`config.mk`:
```
export PLATFORM = sky130hd
export DESIGN_NAME = scev_socket_events
export DESIGN_NICKNAME = d
export VERILOG_FILES = /design/src/scev_pkg.sv /design/src/scev_edge_cell.sv /design/src/scev_flag_cell.sv /design/src/scev_socket_events.sv
export SDC_FILE = /design/constraint.sdc
export NUM_CORES = 1
export LEC_CHECK = 0
export BUFFER_PORTS_ARGS = -buffer_cell sky130_fd_sc_hd__buf_2
export CAP_MARGIN = 15
export CORE_MARGIN = 2
export CORE_UTILIZATION = 31
export CTS_CLUSTER_DIAMETER = 30
export DETAILED_ROUTE_END_ITERATION = 10
export GPL_ROUTABILITY_DRIVEN = 0
export GPL_TIMING_DRIVEN = 1
export PLACE_DENSITY = 0.66
export SYNTH_ARGS = -nofsm -noshare
export SYNTH_HDL_FRONTEND = slang
export SYNTH_SLANG_ARGS = --single-unit
```
`constraint.sdc`:
```
create_clock -name clock -period 0.8 [get_ports clock]
set_input_delay 0.04 -clock clock [delete_from_list [all_inputs] [get_ports clock]]
set_output_delay 0.04 -clock clock [all_outputs]
set_load 0.005 [all_outputs]
```
`src/scev_pkg.sv`:
```
// Constants shared by the socket status-change event logic.
// Behaviour
// Power-cycle flag, bit 3, sets whenever the power-cycle state changes.
// Flag bit 2 follows detect-two changes, flag bit 1 detect-one changes.
// For a CardBus card, the card-status flag sets only on a rising edge.
// For a 16-bit card, the card-status flag sets on both edges.
// Writing 1 to a flag clears it; writing 0 leaves it alone.
// Writing 1 to a force-event bit sets the matching flag.
// A host bus reset clears every event flag; the code does so only while pme_enable is off.
// Leaving card reset re-sets flags whose status is still asserted; the code re-sets only bits 2:0, not power-cycle bit 3.
// Any set flag with its mask enabled raises the status-change interrupt.
// Software clears all flags before enabling interrupts, avoiding stale interrupts.
// Masks only gate the interrupt; flags still set whatever the mask.
// Mask bit 3 gates power-cycle events: 0 suppresses, 1 enables.
// Detect mask field bits 2:1: 00 suppresses, 11 enables, 01/10 undefined.
// Mask bit 0 gates card-status events: 0 suppresses, 1 enables.
// Bits 31:4 of flags and masks read zero and ignore writes.
// Flags decode at offset 00h, masks at offset 04h.
// With wake signalling on, flags and masks survive bus reset; else either clears.
// Interrupt is OR of flag AND mask; detect counts only with field 11.
package scev_pkg;

    // ****************************************************************
    // Register map.
    // ****************************************************************
    localparam int          ADDR_W           = 8;
    localparam int          DATA_W           = 32;
    localparam int          NUM_EVENTS       = 4;
    localparam logic [7:0]  OFS_CHANGE_FLAGS = 8'h00;
    localparam logic [7:0]  OFS_CHANGE_ENABL = 8'h04;
    localparam logic [7:0]  OFS_FORCE_EVENT  = 8'h0c;

    // ****************************************************************
    // Field positions, shared by flags, enables and force bits.
    // ****************************************************************
    localparam int          BIT_POWER_CYCLE  = 3;
    localparam int          BIT_DETECT_TWO   = 2;
    localparam int          BIT_DETECT_ONE   = 1;
    localparam int          BIT_CARD_STATUS  = 0;
    localparam logic [1:0]  DETECT_FIELD_ON  = 2'h3;

    // ****************************************************************
    // Reset values.
    // ****************************************************************
    localparam logic [3:0]  FLAGS_RESET      = 4'h0;
    localparam logic [3:0]  ENABLES_RESET    = 4'h0;
    localparam logic [31:0] RDATA_RESET      = 32'h0000_0000;

endpackage

```
`src/scev_edge_cell.sv`:
```
// Change detector for one socket status level.
`timescale 1ns/100ps
module scev_edge_cell (
    input  wire logic clock,
    input  wire logic nrst,
    input  wire logic level_in,
    input  wire logic both_edges,
    output logic      change_pulse
);

    logic prev_reg;
    logic primed_reg;

    // Hold the previous level; the primed flag keeps the first sample after
    // reset from being mistaken for a change.
    always_ff @(posedge clock or negedge nrst) begin
        if (!nrst) begin
            prev_reg   <= 1'b0;
            primed_reg <= 1'b0;
        end else begin
            prev_reg   <= level_in;
            primed_reg <= 1'b1;
        end
    end

    // Rising edges always count; falling edges only when both are asked for.
    always_comb begin
        change_pulse = primed_reg & ((level_in & ~prev_reg) | (both_edges & ~level_in & prev_reg));
    end

endmodule

```
`src/scev_flag_cell.sv`:
```
// One sticky event flag with set, write-one clear and context clear.
`timescale 1ns/100ps
module scev_flag_cell (
    input  wire logic clock,
    input  wire logic nrst,
    input  wire logic ctx_clear,
    input  wire logic set_in,
    input  wire logic clear_in,
    output logic      flag_out
);

    logic flag_reg;
    logic flag_next;

    // A set in the same cycle as a software clear wins, so no event is lost.
    always_comb begin
        flag_next = flag_reg;
        if (ctx_clear) begin
            flag_next = 1'b0;
        end else if (set_in) begin
            flag_next = 1'b1;
        end else if (clear_in) begin
            flag_next = 1'b0;
        end
    end

    // Flag storage.
    always_ff @(posedge clock or negedge nrst) begin
        if (!nrst) begin
            flag_reg <= 1'b0;
        end else begin
            flag_reg <= flag_next;
        end
    end

    assign flag_out = flag_reg;

endmodule

```
`src/scev_socket_events.sv`:
```
// Status-change event flags, enables and interrupt request for one socket.
`timescale 1ns/100ps
module scev_socket_events (
    input  wire logic                        clock,
    input  wire logic                        nrst,
    input  wire logic                        bus_reset_in,
    input  wire logic                        global_reset_in,
    input  wire logic                        pme_enable,
    input  wire logic [scev_pkg::ADDR_W-1:0] reg_addr,
    input  wire logic                        reg_write,
    input  wire logic [scev_pkg::DATA_W-1:0] reg_wdata,
    input  wire logic                        reg_read,
    output logic      [scev_pkg::DATA_W-1:0] reg_rdata,
    input  wire logic                        power_cycle_state,
    input  wire logic                        detect_two_state,
    input  wire logic                        detect_one_state,
    input  wire logic                        card_status_state,
    input  wire logic                        cardbus_card,
    input  wire logic                        card_reset_active,
    output logic                             status_change_interrupt
);
    import scev_pkg::*;

    // ****************************************************************
    // Declarations.
    // ****************************************************************
    logic [NUM_EVENTS-1:0] state_vec;
    logic [NUM_EVENTS-1:0] both_vec;
    logic [NUM_EVENTS-1:0] change_vec;
    logic [NUM_EVENTS-1:0] rearm_vec;
    logic [NUM_EVENTS-1:0] force_vec;
    logic [NUM_EVENTS-1:0] set_vec;
    logic [NUM_EVENTS-1:0] clear_vec;
    logic [NUM_EVENTS-1:0] flag_vec;
    logic [NUM_EVENTS-1:0] enable_reg;
    logic [NUM_EVENTS-1:0] enable_next;
    logic                  card_reset_prev_reg;
    logic                  leaving_reset;
    logic                  ctx_clear;
    logic                  hit_flags;
    logic                  hit_enables;
    logic                  hit_force;
    logic                  detect_armed;
    logic                  irq_next;
    logic                  irq_reg;
    logic [DATA_W-1:0]     rdata_next;
    logic [DATA_W-1:0]     rdata_reg;

    // ****************************************************************
    // Address decode.
    // ****************************************************************

    // Each register takes one full word; other offsets are not decoded.
    always_comb begin
        hit_flags   = (reg_addr == OFS_CHANGE_FLAGS);
        hit_enables = (reg_addr == OFS_CHANGE_ENABL);
        hit_force   = (reg_addr == OFS_FORCE_EVENT);
    end

    // ****************************************************************
    // Context reset.
    // ****************************************************************

    // The global reset always clears the context. A bus reset clears it only
    // while wake signalling is off, so a sleeping host keeps its pending events.
    always_comb begin
        ctx_clear = global_reset_in | (bus_reset_in & ~pme_enable);  // see
    end

    // ****************************************************************
    // Change detection.
    // ****************************************************************

    // Gather the status levels in flag order.
    always_comb begin
        state_vec                  = '0;
        state_vec[BIT_POWER_CYCLE] = power_cycle_state;
        state_vec[BIT_DETECT_TWO]  = detect_two_state;
        state_vec[BIT_DETECT_ONE]  = detect_one_state;
        state_vec[BIT_CARD_STATUS] = card_status_state;
    end

    // Every level reports both edges except card status on a CardBus card,
    // where only the rising edge is a status change.
    always_comb begin
        both_vec                  = '1;                // see
        both_vec[BIT_CARD_STATUS] = ~cardbus_card;     // see
    end

    // One change detector and one sticky flag per event.
    genvar gi;
    generate
        for (gi = 0; gi < NUM_EVENTS; gi = gi + 1) begin : g_event
            scev_edge_cell u_edge (
                .clock        (clock),
                .nrst         (nrst),
                .level_in     (state_vec[gi]),
                .both_edges   (both_vec[gi]),
                .change_pulse (change_vec[gi])
            );
            scev_flag_cell u_flag (
                .clock        (clock),
                .nrst         (nrst),
                .ctx_clear    (ctx_clear),
                .set_in       (set_vec[gi]),
                .clear_in     (clear_vec[gi]),
                .flag_out     (flag_vec[gi])
            );
        end
    endgenerate

    // ****************************************************************
    // Card reset release.
    // ****************************************************************

    // Remember the card reset level to find its release.
    always_ff @(posedge clock or negedge nrst) begin
        if (!nrst) begin
            card_reset_prev_reg <= 1'b0;
        end else begin
            card_reset_prev_reg <= card_reset_active;
        end
    end

    // A status that is still asserted when the card leaves reset would
    // otherwise go unreported, since no edge follows it.
    always_comb begin
        leaving_reset              = card_reset_prev_reg & ~card_reset_active;
        rearm_vec                  = '0;
        rearm_vec[BIT_DETECT_TWO]  = leaving_reset & detect_two_state;
        rearm_vec[BIT_DETECT_ONE]  = leaving_reset & detect_one_state;
        rearm_vec[BIT_CARD_STATUS] = leaving_reset & card_status_state;
    end

    // ****************************************************************
    // Flag set and clear.
    // ****************************************************************

    // Flags set regardless of the enables; software writes only touch the
    // low bits, so the upper bits of the word have no effect.
    always_comb begin
        force_vec = (reg_write & hit_force) ? reg_wdata[NUM_EVENTS-1:0] : '0;
        set_vec   = change_vec | rearm_vec | force_vec;
        clear_vec = (reg_write & hit_flags) ? reg_wdata[NUM_EVENTS-1:0] : '0;  // see
    end

    // ****************************************************************
    // Interrupt enables.
    // ****************************************************************

    // Enables are plain read/write bits; the reserved detect codes are
    // stored as written and simply do not arm the detect events.
    always_comb begin
        enable_next = enable_reg;
        if (ctx_clear) begin
            enable_next = ENABLES_RESET;
        end else if (reg_write & hit_enables) begin
            enable_next = reg_wdata[NUM_EVENTS-1:0];
        end
    end

    // Enable storage.
    always_ff @(posedge clock or negedge nrst) begin
        if (!nrst) begin
            enable_reg <= ENABLES_RESET;
        end else begin
            enable_reg <= enable_next;
        end
    end

    // ****************************************************************
    // Interrupt request.
    // ****************************************************************

    // Stale flags raise the request as soon as their enable is set, which is
    // why the host must clear the flags first.
    always_comb begin
        detect_armed = (enable_reg[BIT_DETECT_TWO:BIT_DETECT_ONE] == DETECT_FIELD_ON);
        irq_next     = (flag_vec[BIT_POWER_CYCLE] & enable_reg[BIT_POWER_CYCLE])
                     | ((flag_vec[BIT_DETECT_TWO] | flag_vec[BIT_DETECT_ONE]) & detect_armed)
                     | (flag_vec[BIT_CARD_STATUS] & enable_reg[BIT_CARD_STATUS]);        // see
    end

    // Registered so the request is glitch free toward the host.
    always_ff @(posedge clock or negedge nrst) begin
        if (!nrst) begin
            irq_reg <= 1'b0;
        end else begin
            irq_reg <= irq_next;
        end
    end

    assign status_change_interrupt = irq_reg;

    // ****************************************************************
    // Read path.
    // ****************************************************************

    // Upper bits always read zero; the force register reads as zero too.
    always_comb begin
        rdata_next = '0;
        if (hit_flags) begin
            rdata_next[NUM_EVENTS-1:0] = flag_vec;
        end else if (hit_enables) begin
            rdata_next[NUM_EVENTS-1:0] = enable_reg;
        end
    end

    // Read data appears the cycle after the read strobe and then holds.
    always_ff @(posedge clock or negedge nrst) begin
        if (!nrst) begin
            rdata_reg <= RDATA_RESET;
        end else if (reg_read) begin
            rdata_reg <= rdata_next;
        end
    end

    assign reg_rdata = rdata_reg;

endmodule

```
## Word-level counts from Yosys, hierarchy flattened

Index checks and enable logic that the tools add are counted.

- Bits of input ports: 53
- Register bits: 19
- Word-level logic and storage cells: 85
- Output and inout port bits: 33

- Eq/ne operators: 3
- Reduce and logical (&&, ||, !) cells: 6
- Mux-type cells: 18
- Bitwise logic cells: 45

Operators by type and width:

| operator | count |
|---|---|
| 1-bit AND | 24 |
| 4-bit two-way mux | 6 |
| 1-bit two-way mux | 12 |
| 3-bit nonzero test | 4 |
| 1-bit NOT | 11 |
| 8-bit by 3-bit == test with 1-bit output, second input constant | 1 |
| 8-bit by 4-bit == test with 1-bit output, second input constant | 1 |
| 8-bit logical NOT | 1 |
| 1-bit OR | 8 |
| 4-bit by 3-bit OR with 4-bit output | 1 |
| 4-bit OR | 1 |
| 2-bit == test, second input constant | 1 |
| 2-bit nonzero test | 1 |

## Logic depth before layout (Yosys ltp)

Gate-level depths: netlist of run 1.

- Word-level depth: 9
- Mapped depth: 4
- Mapped depth without buffers: 3

## Modules after synthesis

A second synthesis of run 1 with hierarchy kept.

- Cells, all modules: 137
- Area total of the unflattened synthesis: 1345.0 um2

Modules (own cells, without submodules):

| module | instances | cells each | area each (um2) | seq. area each (um2) |
|---|---|---|---|---|
| scev_socket_events | 1 | 97 | 884.6 | 250.2 |
| scev_edge_cell | 4 | 6 | 71.3 | 50.0 |
| scev_flag_cell | 4 | 4 | 43.8 | 25.0 |

## Least setup slack after synthesis of run 1

OpenSTA, ideal clock, no wires.

- Path type: input to register
- Start: input port reg_addr[5] in the netlist's numbering
- End: register g_event[0].u_flag.flag_reg
- Arrival time: 1.118 ns
- Setup slack: -0.459 ns
- Stages: 4
- Data required time: 0.659 ns
- Library setup time: 0.141 ns
- Cells stage by stage: or4_4 buf_6 o41ai_2 a41oi_1

- Cells in the longest elaborated chain, start to end: 6
- Elaborated cells on any way between the ends: 10
- Those cells by class: eq/ne: 1; mux: 4; bitwise: 3; reduce/logical: 2

RTL lines:

| element | line | RTL |
|---|---|---|
| start, declared | scev_socket_events.sv:9 | `input wire logic [scev_pkg::ADDR_W-1:0] reg_addr,` |
| 8-bit by 4-bit == test with 1-bit output | scev_socket_events.sv:57 | `hit_force = (reg_addr == OFS_FORCE_EVENT);` |
| 1-bit AND | scev_socket_events.sv:142 | `force_vec = (reg_write & hit_force) ? reg_wdata[NUM_EVENTS-1:0] : '0;` |
| 4-bit two-way mux | scev_socket_events.sv:142 |  |
| 4-bit OR | scev_socket_events.sv:143 | `set_vec = change_vec \| rearm_vec \| force_vec;` |
| 1-bit two-way mux | scev_flag_cell.sv:20 | `end else if (set_in) begin` |
| 1-bit two-way mux | scev_flag_cell.sv:18 | `if (ctx_clear) begin` |
| end signal, assigned | scev_flag_cell.sv:32 | `flag_reg <= flag_next;` |
| end, declared | scev_flag_cell.sv:12 | `logic flag_reg;` |

Several ways; a longest one is shown, not always the timed one.
A chain may end at the register's enable or synchronous reset.

==> results.ini, run 1 <==
[run_status]
status=complete, but fails checks
violations=negative setup slack

[timing]
layout_setup_ws_ns=-0.165
slew_violations=0
fmax_ghz=1.04
hold_violations=0
period_share_pct=121
skew_ns=0.00324
fin_crit_ns=0.965
setup_violations=10
rsz0062_at_grt=true
timing.hold.ws_ns=0.100

[cells_and_area]
insertedDiodeCount=0
final_nets=226
drive_above_1_share_pct=37.2
utilization_pct=43.0
multiInputGateArea_um2=604
mostFrequentLayoutCells=29 x conb_1, 26 x buf_2, 19 x dfrtp_1
area_delta_synth_final_pct=33.0
seq_area_um2=475
nFillCells=358
final_common_cell=conb_1

[clocking]
numCtsBuffers=3
cts.sinks=19
h-tree-depth=1
cts_tree=yes
clock_latency_ns=0.26
cts_root_buffer=clkbuf_8
cts_buffer_depth=2
clk_pin_slew_ns=0.07

[global_route]
grt_pass1_vias=880
grt_use_total_pct=12.4
antenna_found_initial=0
grt_pass1_wl_mm=4.08
grt_max_degree=20
overflow=0

[yosys]
synth.avg_cell_area_um2=9.95
synthCells=119
seq_area_frac_synth_pct=40.2
synth-edff-count=0
synth_top_family_by_area=buffers and inverters
synth-xor-area-share_pct=1.48
synth_ff_type=dfrtp_1
synthAdderAreaFrac_pct=0
synth_area_mm2=0.00118
synth.area.mux_share_pct=3.38
synth_cell_types=34
synthSimpleGateAreaFrac_pct=14.1
synth_compound_area_share_pct=18.4
yosys_register_bits=19
synthArstFlopShare_pct=100
yosysWarnings=0

[die]
dieHeight_um=65.8
ios=86
die_x_um=65.8
initial_core_util_pct=32.3
core_mm2=0.00366
std_cell_rows=22
die-area_mm2=0.00433

[routing]
drtPass1Iterations=4
vias_per_cell=4.48
via_count=986
routedWlPerCell_um=11.0
drt-total-wl_mm=2.43
ant_nets=0
drc=0
drt_iter0_drc=35

[pwr]
irDropWorstVdd_uv=895
power.density_mw_per_mm2=1310
leakage_nw=0.743

[setup_path]
crit_chain=a21oi_2 > a31o_2 > a31oi_1
crit_path_start_kind=flip-flop
crit_slowest_cell=dfrtp_1
criticalPathCategory=flip-flop to flip-flop
cp_top_family=flip-flops
cp.required_ns=0.98
critPathCaptureType=flip-flop
critPathMaxFanout=5
cp.buffers_inverters=0
slowest_delay_ns=0.44
worst-endpoint-arrival_ns=1.15

[placed_design]
hpwl_mm=1.89
numPortBuffers=29

[flow_run]
max_cap_violations=0

[worst_hold_path]
hp-class=primary input to flip-flop

-- routing by layer --
layer  track usage [%]  vias to the layer above  wire, um
met5                 0                        -         0
met4              2.34                        0        10
met3              3.58                        3       176
met2              20.6                       39      1180
met1              16.1                      463      1060
li1                  -                      481         -
-- cell families (layout without fill, tap and decap cells) --
logic type	after synthesis	after routing
DFF	19	19
AOI/OAI and AO/OA	27	27
other	2	29
buffers and inverters	37	63
xor gates and xnor gates	2	2
and+or+nand+nor	28	28
muxes	4	4
-- report_power, final --
group          switching (mW)  leakage [nW]  total (mW)  internal, mW
sequential             0.0280         0.249        1.02         0.991
combinational           0.192         0.471       0.379         0.187
clock                   0.311        0.0228       0.665         0.354
-- worst register-to-register path, delay by kind of cell, from the launching register on --
| family | cells | cell delay (ns) |
|---|---|---|
| DFF | 1 | 0.44 |
| AOI/OAI and AO/OA | 3 | 0.44 |
-- through the flow --
stage / area [um^2] / std cells / TNS, ns / worst slack (ns) / power [mW]
3_3_place_gp: 1390 / 208 / -4.72 / -0.464 / 1.36
4_1_cts: 1530 / 220 / -1.27 / -0.163 / 2.07
2_1_floorplan: 1300 / 146 / -2.66 / -0.342 / 1.28
6_report: 1570 / 220 / -1.26 / -0.165 / 2.06
5_1_grt: 1570 / 220 / -2.01 / -0.254 / 2.16
3_5_place_dp: 1390 / 208 / -4.90 / -0.472 / 1.36
-- final timing paths --
path / startpoint / to / slack, ns / depth (start not counted)
min: reg_read / reg_rdata[1] / 0.1 / 2
max in group asynchronous: nrst / reg_rdata[1] / 0.26 / 2
max: g_event[3].u_edge.primed_reg / g_event[2].u_flag.flag_out / -0.17 / 3
max reg2reg: g_event[3].u_edge.primed_reg / g_event[2].u_flag.flag_out / -0.17 / 3
min reg2reg: enable_reg[3] / status_change_interrupt / 0.53 / 2
min in group asynchronous: nrst / g_event[3].u_edge.prev_reg / 0.24 / 2
-- synthesized netlist by cell type (2+ instances only) --
cell	n	area share [%]
inv_1	6	1.9
o31ai_1	4	2.5
a21oi_1	5	2.1
dfrtp_1	19	40
a31oi_1	3	1.6
conb_1	2	0.63
nand4_1	8	4.2
nand2b_1	2	1.1
buf_4	28	18
o22ai_1	4	2.1
nand2_1	7	2.2
mux2i_1	4	3.4
o41ai_2	4	5.5
xor2_1	2	1.5
buf_6	2	1.9
-- final cells by class --
| cell class | count | share of cell area, % |
|---|---|---|
| multi-input cells | 90 | 38.4 |
| flip-flops and latches | 19 | 30.2 |
| repair buffers | 53 | 23.3 |
| well taps | 48 | 3.82 |
| clock buffers | 4 | 2.86 |
| inverters | 6 | 1.43 |
-- timing repair --
action                                 4_1_cts  5_1_grt
resized for setup                            4        8
pin swaps                                    7        3
gates cloned                                 0        0
buffers inserted                             2        0
setup endpoints to repair                   16       17
endpoints found under the hold margin       24        0
hold buffers                                 6        0
Power figures use the tool's default switching activity.
==> run 2, diff against run 1 <==
--- a/config.mk
+++ b/config.mk
@@ -13,7 +13,9 @@
 export DETAILED_ROUTE_END_ITERATION = 10
 export GPL_ROUTABILITY_DRIVEN = 0
 export GPL_TIMING_DRIVEN = 1
+export HOLD_SLACK_MARGIN = 0.15
 export PLACE_DENSITY = 0.66
+export RECOVER_POWER = 50
 export SYNTH_ARGS = -nofsm -noshare
 export SYNTH_HDL_FRONTEND = slang
 export SYNTH_SLANG_ARGS = --single-unit
==> results.ini, run 2 (synthesized netlist as in run 1, its figures left out) <==
[cells_and_area]
nFillCells=359  ; +0.28%
area_delta_synth_final_pct=33.7
drive_above_1_share_pct=35.3  ; -1.9 points
seq_area_um2=475  ; unchanged
mostFrequentLayoutCells=29 x conb_1, 21 x buf_2, 19 x dfrtp_1
final_common_cell=conb_1
final_nets=227  ; +0.44%
insertedDiodeCount=0  ; unchanged
final_cell_area_mm2=0.00158  ; +0.56%
multiInputGateArea_um2=604  ; unchanged

[pwr]
internal_power_mw=1.53  ; +0.16%
clkPwrFrac_pct=32.2  ; about the same
finalPower_mw=2.06  ; +0.10%
irDropWorstVdd_uv=886  ; -0.99%
p_sw_mw=0.531  ; about the same
comb_power_share_pct=18.5  ; about the same
power.density_mw_per_mm2=1300  ; -0.45%
seqPwrFrac_pct=49.3  ; about the same
leakage_nw=0.740  ; -0.40%
swShare_pct=25.7  ; -0.045 points

[global_route]
grt_max_degree=20  ; unchanged
grt_pass1_vias=895  ; +1.7%
antenna_found_initial=0  ; unchanged
grt_pass1_wl_mm=4.10  ; +0.52%
grt_use_total_pct=12.5  ; +0.072 points
overflow=0  ; unchanged

[die]
ios=86  ; unchanged
initial_core_util_pct=32.3  ; unchanged
std_cell_rows=22  ; unchanged
die_x_um=65.8  ; unchanged
core_mm2=0.00366  ; unchanged
die-area_mm2=0.00433  ; unchanged
dieHeight_um=65.8  ; unchanged

[placed_design]
hpwl_mm=1.89  ; unchanged
numPortBuffers=29  ; unchanged
post-place-ws_ns=-0.472  ; unchanged
placed_cell_area_mm2=0.00139  ; unchanged

[setup_path]
critPathMaxFanout=5  ; unchanged
cp.required_ns=0.98  ; about the same
slowest_delay_ns=0.44  ; about the same
worst-endpoint-arrival_ns=1.15  ; about the same
reg2reg_depth=3  ; unchanged
criticalPathCategory=flip-flop to flip-flop
crit_chain=a21oi_2 > a31o_2 > a31oi_1
crit_path_start_kind=flip-flop
crit_slowest_cell=dfrtp_1
critPathCaptureType=flip-flop

[timing]
hold_violations=0  ; unchanged
fmax_ghz=1.04  ; about the same
setup_tns_ns=-1.26  ; -0.000770 ns
layout_setup_ws_ns=-0.166  ; -0.000685 ns
rsz0062_at_grt=true
timing.hold.ws_ns=0.170  ; +0.0700 ns
slew_violations=0  ; unchanged
setup_violations=10  ; unchanged
skew_ns=0.00238  ; -0.000857 ns
fin_crit_ns=0.966  ; +0.000685 ns
period_share_pct=121  ; about the same

[routing]
drt_iter0_drc=36  ; +2.9%
drc=0  ; unchanged
via_count=989  ; +0.30%
vias_per_cell=4.48  ; -0.15%
ant_nets=0  ; unchanged
drtPass1Iterations=4  ; unchanged
drt-total-wl_mm=2.45  ; +0.82%
routedWlPerCell_um=11.1  ; +0.37%

[worst_hold_path]
hp-class=primary input to flip-flop
whs_path_depth=4  ; +2

[clocking]
cts_root_buffer=clkbuf_8
h-tree-depth=1  ; unchanged
cts.sinks=19  ; unchanged
numCtsBuffers=3  ; unchanged
cts_tree=yes
cts_buffer_depth=2  ; unchanged
clock_latency_ns=0.26  ; about the same
clk_pin_slew_ns=0.07  ; about the same

[run_status]
violations=negative setup slack
status=complete, but fails checks

[flow_run]
max_cap_violations=0  ; unchanged

[run 2: cell count changes in the layout (fill, tap and decap cells not counted)]
cell,before,now
buf_2,26,21
clkbuf_1,1,4
buf_4,16,17
clkbuf_2,0,1
dlygate4sd3_1,6,7
[run 2: path summary, 6_finish.rpt]
path                                              start                         end  slack [ns]
max in group asynchronous                          nrst                reg_rdata[1]        0.22
min in group asynchronous                          nrst  g_event[3].u_edge.prev_reg        0.26
max reg2reg                g_event[3].u_edge.primed_reg  g_event[2].u_flag.flag_out       -0.17
min reg2reg                               enable_reg[3]     status_change_interrupt        0.53
min                                        reg_wdata[0]               enable_reg[0]        0.17
max                        g_event[3].u_edge.primed_reg  g_event[2].u_flag.flag_out       -0.17
[run 2: what timing repair did]
action,CTS,global route
setup buffers,2,0
hold endpoints to repair,30,0
pin swaps,7,3
hold buffers,7,0
resized for setup,4,10
setup endpoints to repair,16,17
[run 2: per-layer routing]
layer | track usage (%) | vias to the layer above | share of wire, %
li1 | - | 484 | -
met1 | 16.0 | 464 | 44
met2 | 21.0 | 38 | 49
met3 | 3.58 | 3 | 6.8
met4 | 2.34 | 0 | 0.41
met5 | 0 | - | 0
[run 2: stage by stage]
step                std cells  util [%]
floorplan                 146         -
global placement          208      37.9
detailed placement        208      37.9
CTS                       221      42.1
global route              221      43.2
finish                    221      43.2
[run 2: power groups by stage]
| stage | Sequential [mW] | Combinational, mW | Clock [mW] |
|---|---|---|---|
| after floorplan | 1.03 | 0.253 | 0 |
| final | 1.02 | 0.382 | 0.664 |
| after CTS | 1.02 | 0.368 | 0.689 |
| after global placement | 1.03 | 0.324 | 0 |
| after detailed placement | 1.03 | 0.327 | 0 |
| after global routing | 1.02 | 0.430 | 0.714 |
[run 2: worst max-delay path, delay by kind of cell, from the launching register on]
family          cells  cell delay (ns)
compound gates      3             0.44
flops               1             0.44
[run 2: area by class of cell]
cell class,count,area share [%]
Tap cell,48,3.79
Clock buffer,4,2.85
Timing Repair Buffer,54,23.7
Sequential cell,19,30.0
Inverter,6,1.42
Multi-Input combinational cell,90,38.2
